<file path="config.mk">
export PLATFORM = sky130hd
export DESIGN_NAME = pcm_mode_ctrl
export DESIGN_NICKNAME = d
export VERILOG_FILES = /design/src/verilog/pcm_pkg.sv /design/src/verilog/pcm_mode_ctrl.sv
export SDC_FILE = /design/constraint.sdc
export NUM_CORES = 1
export LEC_CHECK = 0
export BUFFER_PORTS_ARGS = -buffer_cell sky130_fd_sc_hd__buf_2
export CAP_MARGIN = 5
export CORE_MARGIN = 1
export CORE_UTILIZATION = 47
export CTS_CLUSTER_DIAMETER = 120
export DETAILED_ROUTE_END_ITERATION = 8
export GPL_TIMING_DRIVEN = 0
export PLACE_DENSITY = 0.75
export SLEW_MARGIN = 10
export SYNTH_ARGS = -nofsm -noshare
export SYNTH_HDL_FRONTEND = slang
export SYNTH_SLANG_ARGS = --single-unit
</file>
<file path="constraint.sdc">
create_clock -name clk_i -period 1.65 [get_ports clk_i]
set_input_delay 0.0825 -clock clk_i [delete_from_list [all_inputs] [get_ports clk_i]]
set_output_delay 0.0825 -clock clk_i [all_outputs]
set_load 0.01 [all_outputs]
</file>
<file path="src/verilog/pcm_pkg.sv">
package pcm_pkg;
	// ==========================================
	// Register map
	localparam logic [7:0] MODE_ADDR     = 8'hd9;
	localparam logic [7:0] CTRL_ADDR     = 8'hd8;
	localparam logic [7:0] MODE_RESET    = 8'h40;
	localparam int         IDLE_BIT      = 7;
	localparam int         WDOG_EN_BIT   = 6;
	localparam int         WDOG_LOCK_BIT = 5;
	localparam int         SRC_LSB       = 1;
	localparam int         IRQ_EN_BIT    = 0;
	localparam int         OVF_BIT       = 7;
	localparam int         RUN_BIT       = 6;
	// ==========================================
	// Timebase sources
	localparam logic [2:0] SRC_DIV12  = 3'h0;
	localparam logic [2:0] SRC_DIV4   = 3'h1;
	localparam logic [2:0] SRC_T0OVF  = 3'h2;
	localparam logic [2:0] SRC_EXTCNT = 3'h3;
	localparam logic [2:0] SRC_SYS    = 3'h4;
	localparam logic [2:0] SRC_EXT8   = 3'h5;
	localparam int         DIV12_CNT  = 12;
	localparam int         DIV4_CNT   = 4;
	localparam int         EXT_DIV    = 8;
endpackage : pcm_pkg

</file>
<file path="src/verilog/pcm_mode_ctrl.sv">
// Contract
// - Codes 000, 001, 100 tick on sysclk/12, sysclk/4, every sysclk.
// - Code 010 ticks on timer 0 overflow; code 111 reserved, no ticks.
// - Code 011 counts falling edges of external count input, at most sysclk/4.
// - Code 101 ticks on external clock divided by eight, synchronised.
// - Interrupt requested when overflow flag set and enable bit is one.
// - Watchdog enable bit resets to one.
// - Lock set keeps watchdog enabled until reset; otherwise clearing disables.
// - While watchdog enabled, source field and idle-suspend writes are ignored.
// - Overflow flag set on 0xffff to 0x0000 roll, held until cleared.
module pcm_mode_ctrl (
	input  wire logic        clk_i,
	input  wire logic        rst_i,
	input  wire logic [7:0]  addr_i,
	input  wire logic        wr_i,
	input  wire logic [7:0]  wdata_i,
	input  wire logic        cpu_idle_i,
	input  wire logic        t0_ovf_i,
	input  wire logic        ext_count_i,
	input  wire logic        ext_clk_i,
	output logic      [7:0]  mode_rdata_o,
	output logic      [7:0]  ctrl_rdata_o,
	output logic      [15:0] count_o,
	output logic             tick_o,
	output logic             wdog_enabled_o,
	output logic             irq_o
);
	// ==========================================
	// Register writes
	logic [7:0]  mode_ff;
	logic        ovf_ff;
	logic        run_ff;
	logic [15:0] cnt_ff;
	wire         wr_mode = wr_i && (addr_i == pcm_pkg::MODE_ADDR);
	wire         wr_ctrl = wr_i && (addr_i == pcm_pkg::CTRL_ADDR);
	wire         wd_on   = mode_ff[pcm_pkg::WDOG_EN_BIT] | mode_ff[pcm_pkg::WDOG_LOCK_BIT];
	wire         locked  = mode_ff[pcm_pkg::WDOG_LOCK_BIT];
	wire [2:0]   src     = mode_ff[pcm_pkg::SRC_LSB +: 3];
	wire         new_lock = locked | wdata_i[pcm_pkg::WDOG_LOCK_BIT];
	wire         new_en   = locked | wdata_i[pcm_pkg::WDOG_EN_BIT] | new_lock;
	wire [7:0]   nxt_mode = {
		wd_on ? mode_ff[pcm_pkg::IDLE_BIT] : wdata_i[pcm_pkg::IDLE_BIT],
		new_en, new_lock, 1'b0,
		wd_on ? src : wdata_i[pcm_pkg::SRC_LSB +: 3],
		wdata_i[pcm_pkg::IRQ_EN_BIT]};

	always_ff @(posedge clk_i)
	begin
		if (rst_i)
			mode_ff <= pcm_pkg::MODE_RESET;
		else if (wr_mode)
			mode_ff <= nxt_mode;
	end

	// ==========================================
	// Input synchronisers
	logic [1:0] xcnt_sync_ff;
	logic       xcnt_prev_ff;
	logic [1:0] ext_sync_ff;
	logic       ext_prev_ff;
	logic [2:0] ext_div_ff;
	logic       t0_prev_ff;
	always_ff @(posedge clk_i)
	begin
		if (rst_i)
		begin
			// Reset levels match each pin's idle level, so no false edge follows
			xcnt_sync_ff <= 2'h3;
			xcnt_prev_ff <= 1'b1;
			ext_sync_ff <= 2'h0;
			ext_prev_ff <= 1'b0;
			ext_div_ff  <= 3'h0;
			t0_prev_ff  <= 1'b0;
		end
		else
		begin
			xcnt_sync_ff <= {xcnt_sync_ff[0], ext_count_i};
			xcnt_prev_ff <= xcnt_sync_ff[1];
			ext_sync_ff <= {ext_sync_ff[0], ext_clk_i};
			ext_prev_ff <= ext_sync_ff[1];
			t0_prev_ff  <= t0_ovf_i;
			if (ext_sync_ff[1] && !ext_prev_ff)
				ext_div_ff <= ext_div_ff + 3'h1;
		end
	end
	// External clock is sampled, so it must run below half the system clock.
	wire ext_rise  = ext_sync_ff[1] && !ext_prev_ff;
	wire ext_tick  = ext_rise && (ext_div_ff == 3'(pcm_pkg::EXT_DIV - 1));
	wire xcnt_fall = xcnt_prev_ff && !xcnt_sync_ff[1];
	wire t0_tick   = t0_ovf_i && !t0_prev_ff;

	// ==========================================
	// Prescaler
	logic [3:0] pre_ff;
	wire        pre_wrap12 = (pre_ff == 4'(pcm_pkg::DIV12_CNT - 1));
	wire        div4_tick  = (pre_ff[1:0] == 2'h3);
	always_ff @(posedge clk_i)
	begin
		if (rst_i || pre_wrap12)
			pre_ff <= 4'h0;
		else
			pre_ff <= pre_ff + 4'h1;
	end

	logic sel_tick;
	always_comb
	begin
		unique case (src)
			pcm_pkg::SRC_DIV12: sel_tick = pre_wrap12;
			pcm_pkg::SRC_DIV4:  sel_tick = div4_tick;
			pcm_pkg::SRC_T0OVF: sel_tick = t0_tick;
			pcm_pkg::SRC_EXTCNT: sel_tick = xcnt_fall;
			pcm_pkg::SRC_SYS:   sel_tick = 1'b1;
			pcm_pkg::SRC_EXT8:  sel_tick = ext_tick;
			default:            sel_tick = 1'b0;
		endcase
	end
	// Watchdog forces the counter on regardless of the run bit.
	wire running = run_ff || wd_on;
	wire halted  = mode_ff[pcm_pkg::IDLE_BIT] && cpu_idle_i;
	wire adv     = sel_tick && running && !halted;
	wire roll    = adv && (cnt_ff == 16'hffff);

	// ==========================================
	// Counter and overflow flag
	always_ff @(posedge clk_i)
	begin
		if (rst_i)
		begin
			cnt_ff <= 16'h0000;
			ovf_ff <= 1'b0;
			run_ff <= 1'b0;
			tick_o <= 1'b0;
		end
		else
		begin
			tick_o <= adv;
			if (adv)
				cnt_ff <= cnt_ff + 16'h0001;
			if (wr_ctrl)
				run_ff <= wdata_i[pcm_pkg::RUN_BIT];
			// Set wins over a same-cycle software clear
			if (roll)
				ovf_ff <= 1'b1;
			else if (wr_ctrl)
				ovf_ff <= wdata_i[pcm_pkg::OVF_BIT];
		end
	end

	wire nxt_irq = ovf_ff && mode_ff[pcm_pkg::IRQ_EN_BIT];
	always_ff @(posedge clk_i)
	begin
		if (rst_i)
		begin
			irq_o          <= 1'b0;
			mode_rdata_o   <= pcm_pkg::MODE_RESET;
			ctrl_rdata_o   <= 8'h00;
			count_o        <= 16'h0000;
			wdog_enabled_o <= 1'b1;
		end
		else
		begin
			irq_o          <= nxt_irq;
			mode_rdata_o   <= mode_ff;
			ctrl_rdata_o   <= {ovf_ff, run_ff, 6'h00};
			count_o        <= cnt_ff;
			wdog_enabled_o <= wd_on;
		end
	end

	// ==========================================
	// Checks
	chk_irq_follows_flag: assert property (@(posedge clk_i) disable iff (rst_i)
		irq_o == $past(ovf_ff && mode_ff[pcm_pkg::IRQ_EN_BIT]))
		else $error("irq does not follow flag and mask");
	chk_wdog_reset_on: assert property (@(posedge clk_i)
		rst_i |=> mode_ff[pcm_pkg::WDOG_EN_BIT])
		else $error("watchdog not enabled after reset");
	chk_lock_holds: assert property (@(posedge clk_i) disable iff (rst_i)
		locked |=> locked && mode_ff[pcm_pkg::WDOG_EN_BIT])
		else $error("locked watchdog was disabled");
	chk_unlock_disable: assert property (@(posedge clk_i) disable iff (rst_i)
		wr_mode && !locked && !wdata_i[pcm_pkg::WDOG_EN_BIT] && !wdata_i[pcm_pkg::WDOG_LOCK_BIT]
		|=> !wd_on)
		else $error("watchdog not disabled by clear");
	chk_src_frozen: assert property (@(posedge clk_i) disable iff (rst_i)
		wd_on |=> $stable(src) && $stable(mode_ff[pcm_pkg::IDLE_BIT]))
		else $error("frozen field changed");
	chk_ovf_set: assert property (@(posedge clk_i) disable iff (rst_i)
		roll |=> ovf_ff && cnt_ff == 16'h0000)
		else $error("overflow not flagged");
	chk_ovf_sticky: assert property (@(posedge clk_i) disable iff (rst_i)
		ovf_ff && !wr_ctrl |=> ovf_ff)
		else $error("flag cleared by itself");
	chk_idle_halt: assert property (@(posedge clk_i) disable iff (rst_i)
		halted |=> $stable(cnt_ff))
		else $error("counted in idle");
	chk_sys_tick: assert property (@(posedge clk_i) disable iff (rst_i)
		src == pcm_pkg::SRC_SYS && running && !halted |=> cnt_ff == $past(cnt_ff) + 16'h0001)
		else $error("sysclk source did not count");
	chk_reserved_idle: assert property (@(posedge clk_i) disable iff (rst_i)
		src == 3'h7 |=> $stable(cnt_ff))
		else $error("reserved source counted");
	chk_lock_sets_enable: assert property (@(posedge clk_i) disable iff (rst_i)
		wr_mode && wdata_i[pcm_pkg::WDOG_LOCK_BIT] |=> locked && wd_on)
		else $error("lock write did not enable watchdog");
	chk_flag_clear: assert property (@(posedge clk_i) disable iff (rst_i)
		wr_ctrl && !wdata_i[pcm_pkg::OVF_BIT] && !roll |=> !ovf_ff)
		else $error("overflow flag not cleared");
	chk_t0_count: assert property (@(posedge clk_i) disable iff (rst_i)
		src == pcm_pkg::SRC_T0OVF && t0_tick && running && !halted
		|=> cnt_ff == $past(cnt_ff) + 16'h0001)
		else $error("timer 0 overflow not counted");
	chk_fall_count: assert property (@(posedge clk_i) disable iff (rst_i)
		src == pcm_pkg::SRC_EXTCNT && xcnt_fall && running && !halted
		|=> cnt_ff == $past(cnt_ff) + 16'h0001)
		else $error("falling edge not counted");
	chk_ext_count: assert property (@(posedge clk_i) disable iff (rst_i)
		src == pcm_pkg::SRC_EXT8 && ext_tick && running && !halted
		|=> cnt_ff == $past(cnt_ff) + 16'h0001)
		else $error("divided external clock not counted");
	cov_roll: cover property (@(posedge clk_i) disable iff (rst_i) roll);
	cov_t0: cover property (@(posedge clk_i) disable iff (rst_i) t0_tick && adv);
	cov_irq: cover property (@(posedge clk_i) disable iff (rst_i) irq_o);
	cov_ext: cover property (@(posedge clk_i) disable iff (rst_i) ext_tick && adv);
	cov_xcnt: cover property (@(posedge clk_i) disable iff (rst_i) xcnt_fall && adv);
endmodule : pcm_mode_ctrl

</file>
==> results.toml, run 1 <==
[clocking]
cts_buffer_depth = 2
root_buffer = "clkbuf_8"
clk_latency_ps = 330
numCtsBuffers = 9
h-tree-depth = 3
tritoncts = "done"
cts.clk_slew.worst_paths_ps = 70
clock-sinks = 67

[cells_and_area]
final_cell_count_no_fill = 413
utilization = 0.663
diodes = 0
drive_above_1_share = 0.356
area_growth_pct = 35.6
nets = 366

[synthesis]
synth.top_cell.area_share = 0.534
async_reset_ff_frac = 0
yosys_warnings = 0
yosys.cell_types.count = 42
ys.flop_type = "dfxtp_1"
ys_seq_area_frac = 0.534
ys_seq_elements = 67
synth.avg_cell_area_um2 = 9.78
yosys-top-cells-area = "dfxtp_1 (53%), nor2b_1 (6.7%), nor2_1 (4.3%)"
netlist_area_mm2 = 0.00251
synth_edf_count = 0
synth.largest_area_cell = "dfxtp_1"
ys_top_cells_by_count = "dfxtp_1 (67), nor2_1 (29), nor2b_1 (27)"
synth.most_common_cell = "dfxtp_1"
synth_cells = 257

[worst_setup_path]
cp.required_ps = 1870
setup.worst_path.class = "reg -> reg"
endpoint_kind = "flop"
worstSetupStartpointType = "flop"
arrival_ps = 2000
crit_fanout = 8

[sta]
setup_tns_ps = -1480
worst_pin_slew_ps = 601
relSlewSlack = 0.599
hold_viol = 0
rsz0062_at_grt = "yes"
period_share = 1.08
finalMaxSlewViolations = 0
fin_ws_ps = -127
period_needed_ps = 1780
finalHoldWorstSlack_ps = 14.5
skew_ps = 7.09
final-setup-viol-count = 14
timing.fmax_mhz = 563

[power]
power.internal_w = 0.00228
leakagePower_nw = 1.47
pwr-share-comb = 0.048
power_density_mw_per_mm2 = 858
seqPwrFrac = 0.563
switchingPower_w = 0.000647
switching_share = 0.221
vdd_drop_max_mv = 0.744
clock_power_share = 0.389

[global_route]
grt_pass1_vias = 1932
grt_start_max_net_pins = 11
antenna_found_initial = 0
grt-ovfl-total = 0
grt_pass1_wl_mm = 8.75
track_usage = 0.217

[hold_path]
hp-class = "in -> reg"

[routing]
drc = 0
drt_wl_total_mm = 5.34
dr.pass1.iters = 4
via_count = 2047
wl_per_cell_um = 12.9
ant_nets = 0
via_per_inst = 4.96
drtIter0Drc = 59

[placement]
place_inst = 381
io_buffers = 48
gp_congestion = 0.741
dp_hpwl_mm = 3.53

[floorplanning]
start_util = 0.489
die_h_um = 75.1
die_area_mm2 = 0.00564
rows = 26
die_w_um = 75.1
pin_count = 58
core_mm2 = 0.00514

[run]
drv_cap = 0

[run_status]
run_status = "finished, violations left"
violations = "setup timing"
==> worst max-delay path, stage by stage (launching register included) <==
cell	delay, ps
dfxtp_2	350
ha_4	140
ha_4	110
nand3b_1	120
a31oi_2	190
nand2_2	130
buf_12	180
nor3_4	130
mux2_4	310
==> repair_timing <==
action | 4_1_cts | 5_1_grt
endpoints found under the hold margin | 7 | 0
cloned | 1 | 0
hold buffers | 7 | 0
pin swaps | 9 | 10
endpoints found under the setup margin | 14 | 16
setup buffers | 8 | 1
resized for setup | 18 | 21
==> placed cells by master, fill, tap and decap left out, types with 5 or more instances in the layout <==
cell type,instances
nor2b_1,26
nor2_1,29
dfxtp_2,5
or3_1,6
nor3_4,6
mux2_4,6
nand2_1,8
and2_1,5
dlygate4sd3_1,7
nand3_1,6
buf_4,13
mux2i_1,8
clkbuf_8,10
a21oi_1,9
buf_2,48
nand4_1,5
clkbuf_1,8
inv_1,8
dfxtp_1,62
conb_1,7
==> metrics by stage <==
| stage | instance area [um^2] | total power [W] | setup slack [ps] |
|---|---|---|---|
| floorplan | 2630 | 0.00175 | -25.7 |
| global placement | 2950 | 0.00179 | -170 |
| detailed placement | 2950 | 0.00179 | -215 |
| CTS | 3330 | 0.00294 | -186 |
| global route | 3410 | 0.00303 | -282 |
| finish | 3410 | 0.00292 | -127 |
==> registers in the layout, summed over array words and instances (netlist names), 2 cells and up <==
signal and cells:
ext_sync_ff 2, xcnt_sync_ff 2, pre_ff 4, mode_ff 7, count_o 16, mode_rdata_o 7, cnt_ff 16, ctrl_rdata_o 2
ext_div_ff 3
==> layer usage <==
layer,up-vias,part of all wire,track usage
met5,-,0,0
met1,958,0.42,0.237
met2,48,0.52,0.385
met4,0,0.015,0.101
li1,1035,-,-
met3,6,0.042,0.0643
==> path summary, 6_finish.rpt <==
path	from	end	slack, ps	cells after the start
max	ext_div_ff[1]	cnt_ff[3]	-130	8
min	wdata_i[6]	run_ff	10	3
max reg2reg	ext_div_ff[1]	cnt_ff[3]	-130	8
min reg2reg	xcnt_sync_ff[0]	xcnt_sync_ff[1]	420	1
==> power by group through the flow <==
| stage | logic [W] | registers, W | clock network, W |
|---|---|---|---|
| finish | 0.000140 | 0.00164 | 0.00114 |
| global route | 0.000157 | 0.00165 | 0.00123 |
| CTS | 0.000136 | 0.00164 | 0.00116 |
| detailed placement | 0.000114 | 0.00168 | 0 |
| global placement | 0.000111 | 0.00168 | 0 |
| floorplan | 0.0000706 | 0.00168 | 0 |
==> kinds of logic after synthesis <==
kind of cell / synth area share
flops: 0.534
simple gates: 0.246
xor+xnor: 0.0105
other cells: 0.00149
buf+inv: 0.0503
mux: 0.0677
fa+ha+maj: 0.0199
compound gates: 0.0702
==> final cells by class <==
type                            instances  area [um^2]
Tap cell                               70         87.6
Buffer                                 18          129
Fill cell                             455         1730
Timing Repair Buffer                   64          389
Inverter                                8         30.0
Clock inverter                          3         15.0
Clock buffer                           12          145
Multi-Input combinational cell        171         1260
Sequential cell                        67         1350
Note: power is estimated with default switching activity, not from simulation.
==> run 2, diff against run 1 <==
--- a/config.mk
+++ b/config.mk
@@ -7,7 +7,8 @@
 export LEC_CHECK = 0
 export BUFFER_PORTS_ARGS = -buffer_cell sky130_fd_sc_hd__buf_2
 export CAP_MARGIN = 5
-export CORE_MARGIN = 1
+export CORE_ASPECT_RATIO = 1.1
+export CORE_MARGIN = 2
 export CORE_UTILIZATION = 47
 export CTS_CLUSTER_DIAMETER = 120
 export DETAILED_ROUTE_END_ITERATION = 8
==> results.toml, run 2 (synthesis gave the netlist of run 1 again) <==
[clocking]
tritoncts = "done"
numCtsBuffers = 9
cts_buffer_depth = 2
clk_latency_ps = 340
root_buffer = "clkbuf_8"
cts.clk_slew.worst_paths_ps = 70
clock-sinks = 67
h-tree-depth = 3

[worst_setup_path]
crit_fanout = 8
cp.required_ps = 1880
endpoint_kind = "flop"
arrival_ps = 1980
worstSetupStartpointType = "flop"
cp_num_buf_inv = 1
path_cells = "ha_4 > ha_4 > nand3b_1 > a31oi_2 > nand2_2 > buf_8 > nor3_4 > mux2_4"
worst_path_max_delay_cell = "dfxtp_2"
slowest_delay_ps = 360
cp_top_family = "flip-flops"
setup.worst_path.class = "reg -> reg"
path_common_cell = "ha_4"

[sta]
hold_viol = 0
period_share = 1.06
relSlewSlack = 0.604
fin_ws_ps = -105
finalHoldWorstSlack_ps = 7.97
skew_ps = 6.94
finalMaxSlewViolations = 0
rsz0062_at_grt = "yes"
timing.fmax_mhz = 570
final-setup-viol-count = 13
period_needed_ps = 1760
worst_pin_slew_ps = 594

[power]
power_density_mw_per_mm2 = 908
vdd_drop_max_mv = 0.514
leakagePower_nw = 1.48

[floorplanning]
pin_count = 58
die_area_mm2 = 0.00595
start_util = 0.496
die_w_um = 73.7
rows = 27
die_h_um = 80.7
core_mm2 = 0.00507

[global_route]
grt_pass1_wl_mm = 8.55
grt_pass1_vias = 1979
track_usage = 0.192
antenna_found_initial = 0
grt_start_max_net_pins = 11
grt-ovfl-total = 0

[run_status]
run_status = "finished, violations left"
violations = "setup timing"

[routing]
ant_nets = 0
wl_per_cell_um = 13.4
drc = 0
via_per_inst = 5.14
drtIter0Drc = 63
drt_wl_total_mm = 5.38
via_count = 2060
dr.pass1.iters = 5

[cells_and_area]
seqCellArea_mm2 = 0.00135
final_cell_mix = "dfxtp_1 (62), buf_2 (48), nor2_1 (29)"
largestRegisters = "cnt_ff (16), count_o (16)"
multiInputGateArea_mm2 = 0.00124
diodes = 0
drive_above_1_share = 0.350
n_fill_cell = 433
nets = 365
utilization = 0.670
area_growth_pct = 35.1
layout.cells.most_common = "dfxtp_1"
final_cell_count_no_fill = 401

[hold_path]
hp-class = "in -> reg"

[placement]
io_buffers = 48
place_inst = 369
gp_congestion = 0.790
dp_hpwl_mm = 3.51

[run]
drv_cap = 0
-- run 2: cell count changes in the layout (fill, tap and decap cells not counted), sizes merged --
cell	previous run	this run
clkbuf	18	22
dlygate4sd3	7	9
nand4	7	6
buf	69	66
clkinv	3	1
-- run 2: final timing paths --
kind | start | to | slack, ps | cells past startpoint
setup / recovery | ext_div_ff[0] | cnt_ff[5] | -110 | 8
hold / removal | t0_ovf_i | t0_prev_ff | 8 | 2
setup reg to reg | ext_div_ff[0] | cnt_ff[5] | -110 | 8
hold reg to reg | xcnt_sync_ff[0] | xcnt_sync_ff[1] | 410 | 1
-- run 2: worst reg2reg max path: stages, from the launching register on --
cell	delay (ps)
dfxtp_2	360
ha_4	150
ha_4	110
nand3b_1	120
a31oi_2	190
nand2_2	120
buf_8	170
nor3_4	120
mux2_4	310
-- run 2: metal layers --
layer,GRT usage,part of all wire,up-vias
met3,0.0452,0.039,14
li1,-,-,1021
met5,0,0,-
met2,0.338,0.51,50
met4,0.104,0.019,0
met1,0.210,0.43,975
-- run 2: what timing repair did --
action	4_1_cts	5_1_grt
setup endpoints to repair	13	17
endpoints found under the hold margin	9	0
resized for setup	13	17
hold buffers	9	0
pin swaps	6	1
setup buffers	4	3
-- run 2: area by class of cell --
type / instances / area share
repair buffers: 64 / 0.114
flip-flops and latches: 67 / 0.398
plain buffers: 18 / 0.0369
well taps: 58 / 0.0214
multi-input cells: 170 / 0.365
clock buffers: 15 / 0.0549
clock inverters: 1 / 0.00147
inverters: 8 / 0.00885
-- run 2: per-stage QoR --
stage               setup WS, ps  total power, W  cell area, um^2  setup TNS [ps]
CTS                         -160         0.00308             3310           -1500
floorplan                  -25.7         0.00175             2630           -54.6
detailed placement          -199         0.00179             2940           -1940
global placement            -162         0.00179             2940           -1560
finish                      -105         0.00308             3390            -990
global route                -252         0.00318             3390           -2590
-- run 2: report_power, final --
group | switching [W] | internal, W | leakage (nW)
combinational | 0.0000735 | 0.0000752 | 0.834
clock | 0.000578 | 0.000709 | 0.0997
sequential | 0.0000116 | 0.00163 | 0.544
==> run 3, diff against run 2 <==
--- a/config.mk
+++ b/config.mk
@@ -7,7 +7,7 @@
 export LEC_CHECK = 0
 export BUFFER_PORTS_ARGS = -buffer_cell sky130_fd_sc_hd__buf_2
 export CAP_MARGIN = 5
-export CORE_ASPECT_RATIO = 1.1
+export CORE_ASPECT_RATIO = 1.5
 export CORE_MARGIN = 2
 export CORE_UTILIZATION = 47
 export CTS_CLUSTER_DIAMETER = 120
==> constraint.sdc (replaced) <==
create_clock -name clk_i -period 1.65 [get_ports clk_i]
set_input_delay 0.165 -clock clk_i [delete_from_list [all_inputs] [get_ports clk_i]]
set_output_delay 0.165 -clock clk_i [all_outputs]
set_load 0.01 [all_outputs]
==> results.toml, run 3 (synthesis gave the netlist of run 1 again) <==
[run_status]
run_status = "finished, violations left"
violations = "setup timing"

[worst_setup_path]
arrival_ps = 2120
r2r_start = "ext_div_ff[0]"
setup.worst_path.class = "reg -> reg"
endpoint_kind = "flop"
slowest_delay_ps = 360
cp.required_ps = 1880
worstSetupStartpointType = "flop"
crit_fanout = 4
r2r_slack_ps = -240
path_common_cell = "ha_4"
reg2reg_depth = 8
r2r_end = "cnt_ff[6]"
worst_path_max_delay_cell = "dfxtp_2"
path_cells = "ha_4 > ha_4 > nand3b_1 > a31oi_1 > nand2_2 > buf_4 > nor4_4 > mux2_4"

[global_route]
grt_pass1_wl_mm = 9.07
grt-ovfl-total = 0
track_usage = 0.202
grt_start_max_net_pins = 12
grt_pass1_vias = 2067
antenna_found_initial = 0

[run]
drv_cap = 0

[cells_and_area]
multiInputGateArea_mm2 = 0.00126
final_cell_count_no_fill = 408
layout.cells.most_common = "dfxtp_1"
final_area_mm2 = 0.00338
largestRegisters = "cnt_ff (16), count_o (16)"
nets = 362
seqCellArea_mm2 = 0.00135
area_growth_pct = 34.4
n_fill_cell = 420
utilization = 0.654
diodes = 0
final_cell_mix = "dfxtp_1 (62), buf_2 (49), nor2_1 (29)"
drive_above_1_share = 0.374

[clocking]
cts_buffer_depth = 2
clock-sinks = 67
numCtsBuffers = 9
h-tree-depth = 3
clk_latency_ps = 340
tritoncts = "done"
cts.clk_slew.worst_paths_ps = 70
root_buffer = "clkbuf_8"

[floorplanning]
core_mm2 = 0.00516
rows = 32
pin_count = 58
die_w_um = 63.7
start_util = 0.486
die_area_mm2 = 0.00596
die_h_um = 93.5

[sta]
skew_ps = 8.30
period_share = 1.14
finalHoldWorstSlack_ps = 29.4
timing.fmax_mhz = 530
rsz0062_at_grt = "yes"
setup_tns_ps = -2490
final-setup-viol-count = 15
fin_ws_ps = -238
worst_pin_slew_ps = 583
hold_viol = 0
relSlewSlack = 0.612
finalMaxSlewViolations = 0
period_needed_ps = 1890

[power]
power.internal_w = 0.00242
power_density_mw_per_mm2 = 918
leakagePower_nw = 1.45
clock_power_share = 0.429
pwr-share-comb = 0.040
switchingPower_w = 0.000676
seqPwrFrac = 0.531
switching_share = 0.218
vdd_drop_max_mv = 0.637

[routing]
dr.pass1.iters = 4
via_count = 2060
ant_nets = 0
wl_per_cell_um = 13.8
drc = 0
drtIter0Drc = 73
drt_wl_total_mm = 5.64
via_per_inst = 5.05

[placement]
io_buffers = 48
dpl_cell_area_mm2 = 0.00295
gp_congestion = 0.769
dp_hpwl_mm = 3.76
place_inst = 379

[hold_path]
holdPathEnd = "ext_sync_ff[0]"
min-delay-start = "ext_clk_i"
hp-class = "in -> reg"
holdPathStages = 2
==> run 3: critical path, delay by kind of cell (launching register included) <==
family                     cells  cell delay [ps]
AOI/OAI and AO/OA              1              240
and+or+nand+nor                3              440
muxes                          1              330
DFF                            1              360
adders and majority gates      2              250
buffers and inverters          1              170
==> run 3: worst max path at each step <==
stage | depth (start not counted) | to | slack [ps] | start
global placement | 7 | cnt_ff[15] | -190 | ext_div_ff[0]
detailed placement | 7 | cnt_ff[15] | -260 | ext_div_ff[1]
floorplan | 7 | cnt_ff[15] | -30 | ext_div_ff[0]
CTS | 7 | cnt_ff[15] | -230 | ext_div_ff[0]
finish | 8 | cnt_ff[6] | -240 | ext_div_ff[0]
global route | 8 | cnt_ff[2] | -340 | ext_div_ff[0]
==> run 3: metrics by stage <==
stage / setup slack, ps / power (W)
3_5_place_dp: -256 / 0.00179
5_1_grt: -344 / 0.00320
3_3_place_gp: -186 / 0.00179
2_1_floorplan: -25.7 / 0.00175
6_report: -238 / 0.00310
4_1_cts: -234 / 0.00311
==> run 3: cell type report <==
| cell class | instances | area share |
|---|---|---|
| Inverter | 8 | 0.00890 |
| Clock inverter | 5 | 0.0156 |
| Timing Repair Buffer | 60 | 0.103 |
| Sequential cell | 67 | 0.399 |
| Tap cell | 68 | 0.0252 |
| Clock buffer | 11 | 0.0419 |
| Multi-Input combinational cell | 171 | 0.372 |
| Buffer | 18 | 0.0345 |
==> run 3: power by group through the flow <==
stage / logic (W) / clock network (W) / registers [W]
6_report: 0.000125 / 0.00133 / 0.00164
5_1_grt: 0.000140 / 0.00141 / 0.00165
4_1_cts: 0.000123 / 0.00134 / 0.00164
3_5_place_dp: 0.000112 / 0 / 0.00168
3_3_place_gp: 0.000111 / 0 / 0.00168
2_1_floorplan: 0.0000706 / 0 / 0.00168
==> run 3: what timing repair did <==
item,4_1_cts,5_1_grt
hold buffers,1,0
pin swaps,6,2
hold endpoints to repair,1,0
buffers inserted,7,3
endpoints found under the setup margin,14,17
resized for setup,24,8
cloned,2,0
==> run 3: layer usage <==
metal  GRT usage  wire [um]
met5           0          0
met3      0.0445        174
met2       0.380       3080
met1       0.186       2110
met4       0.150        269
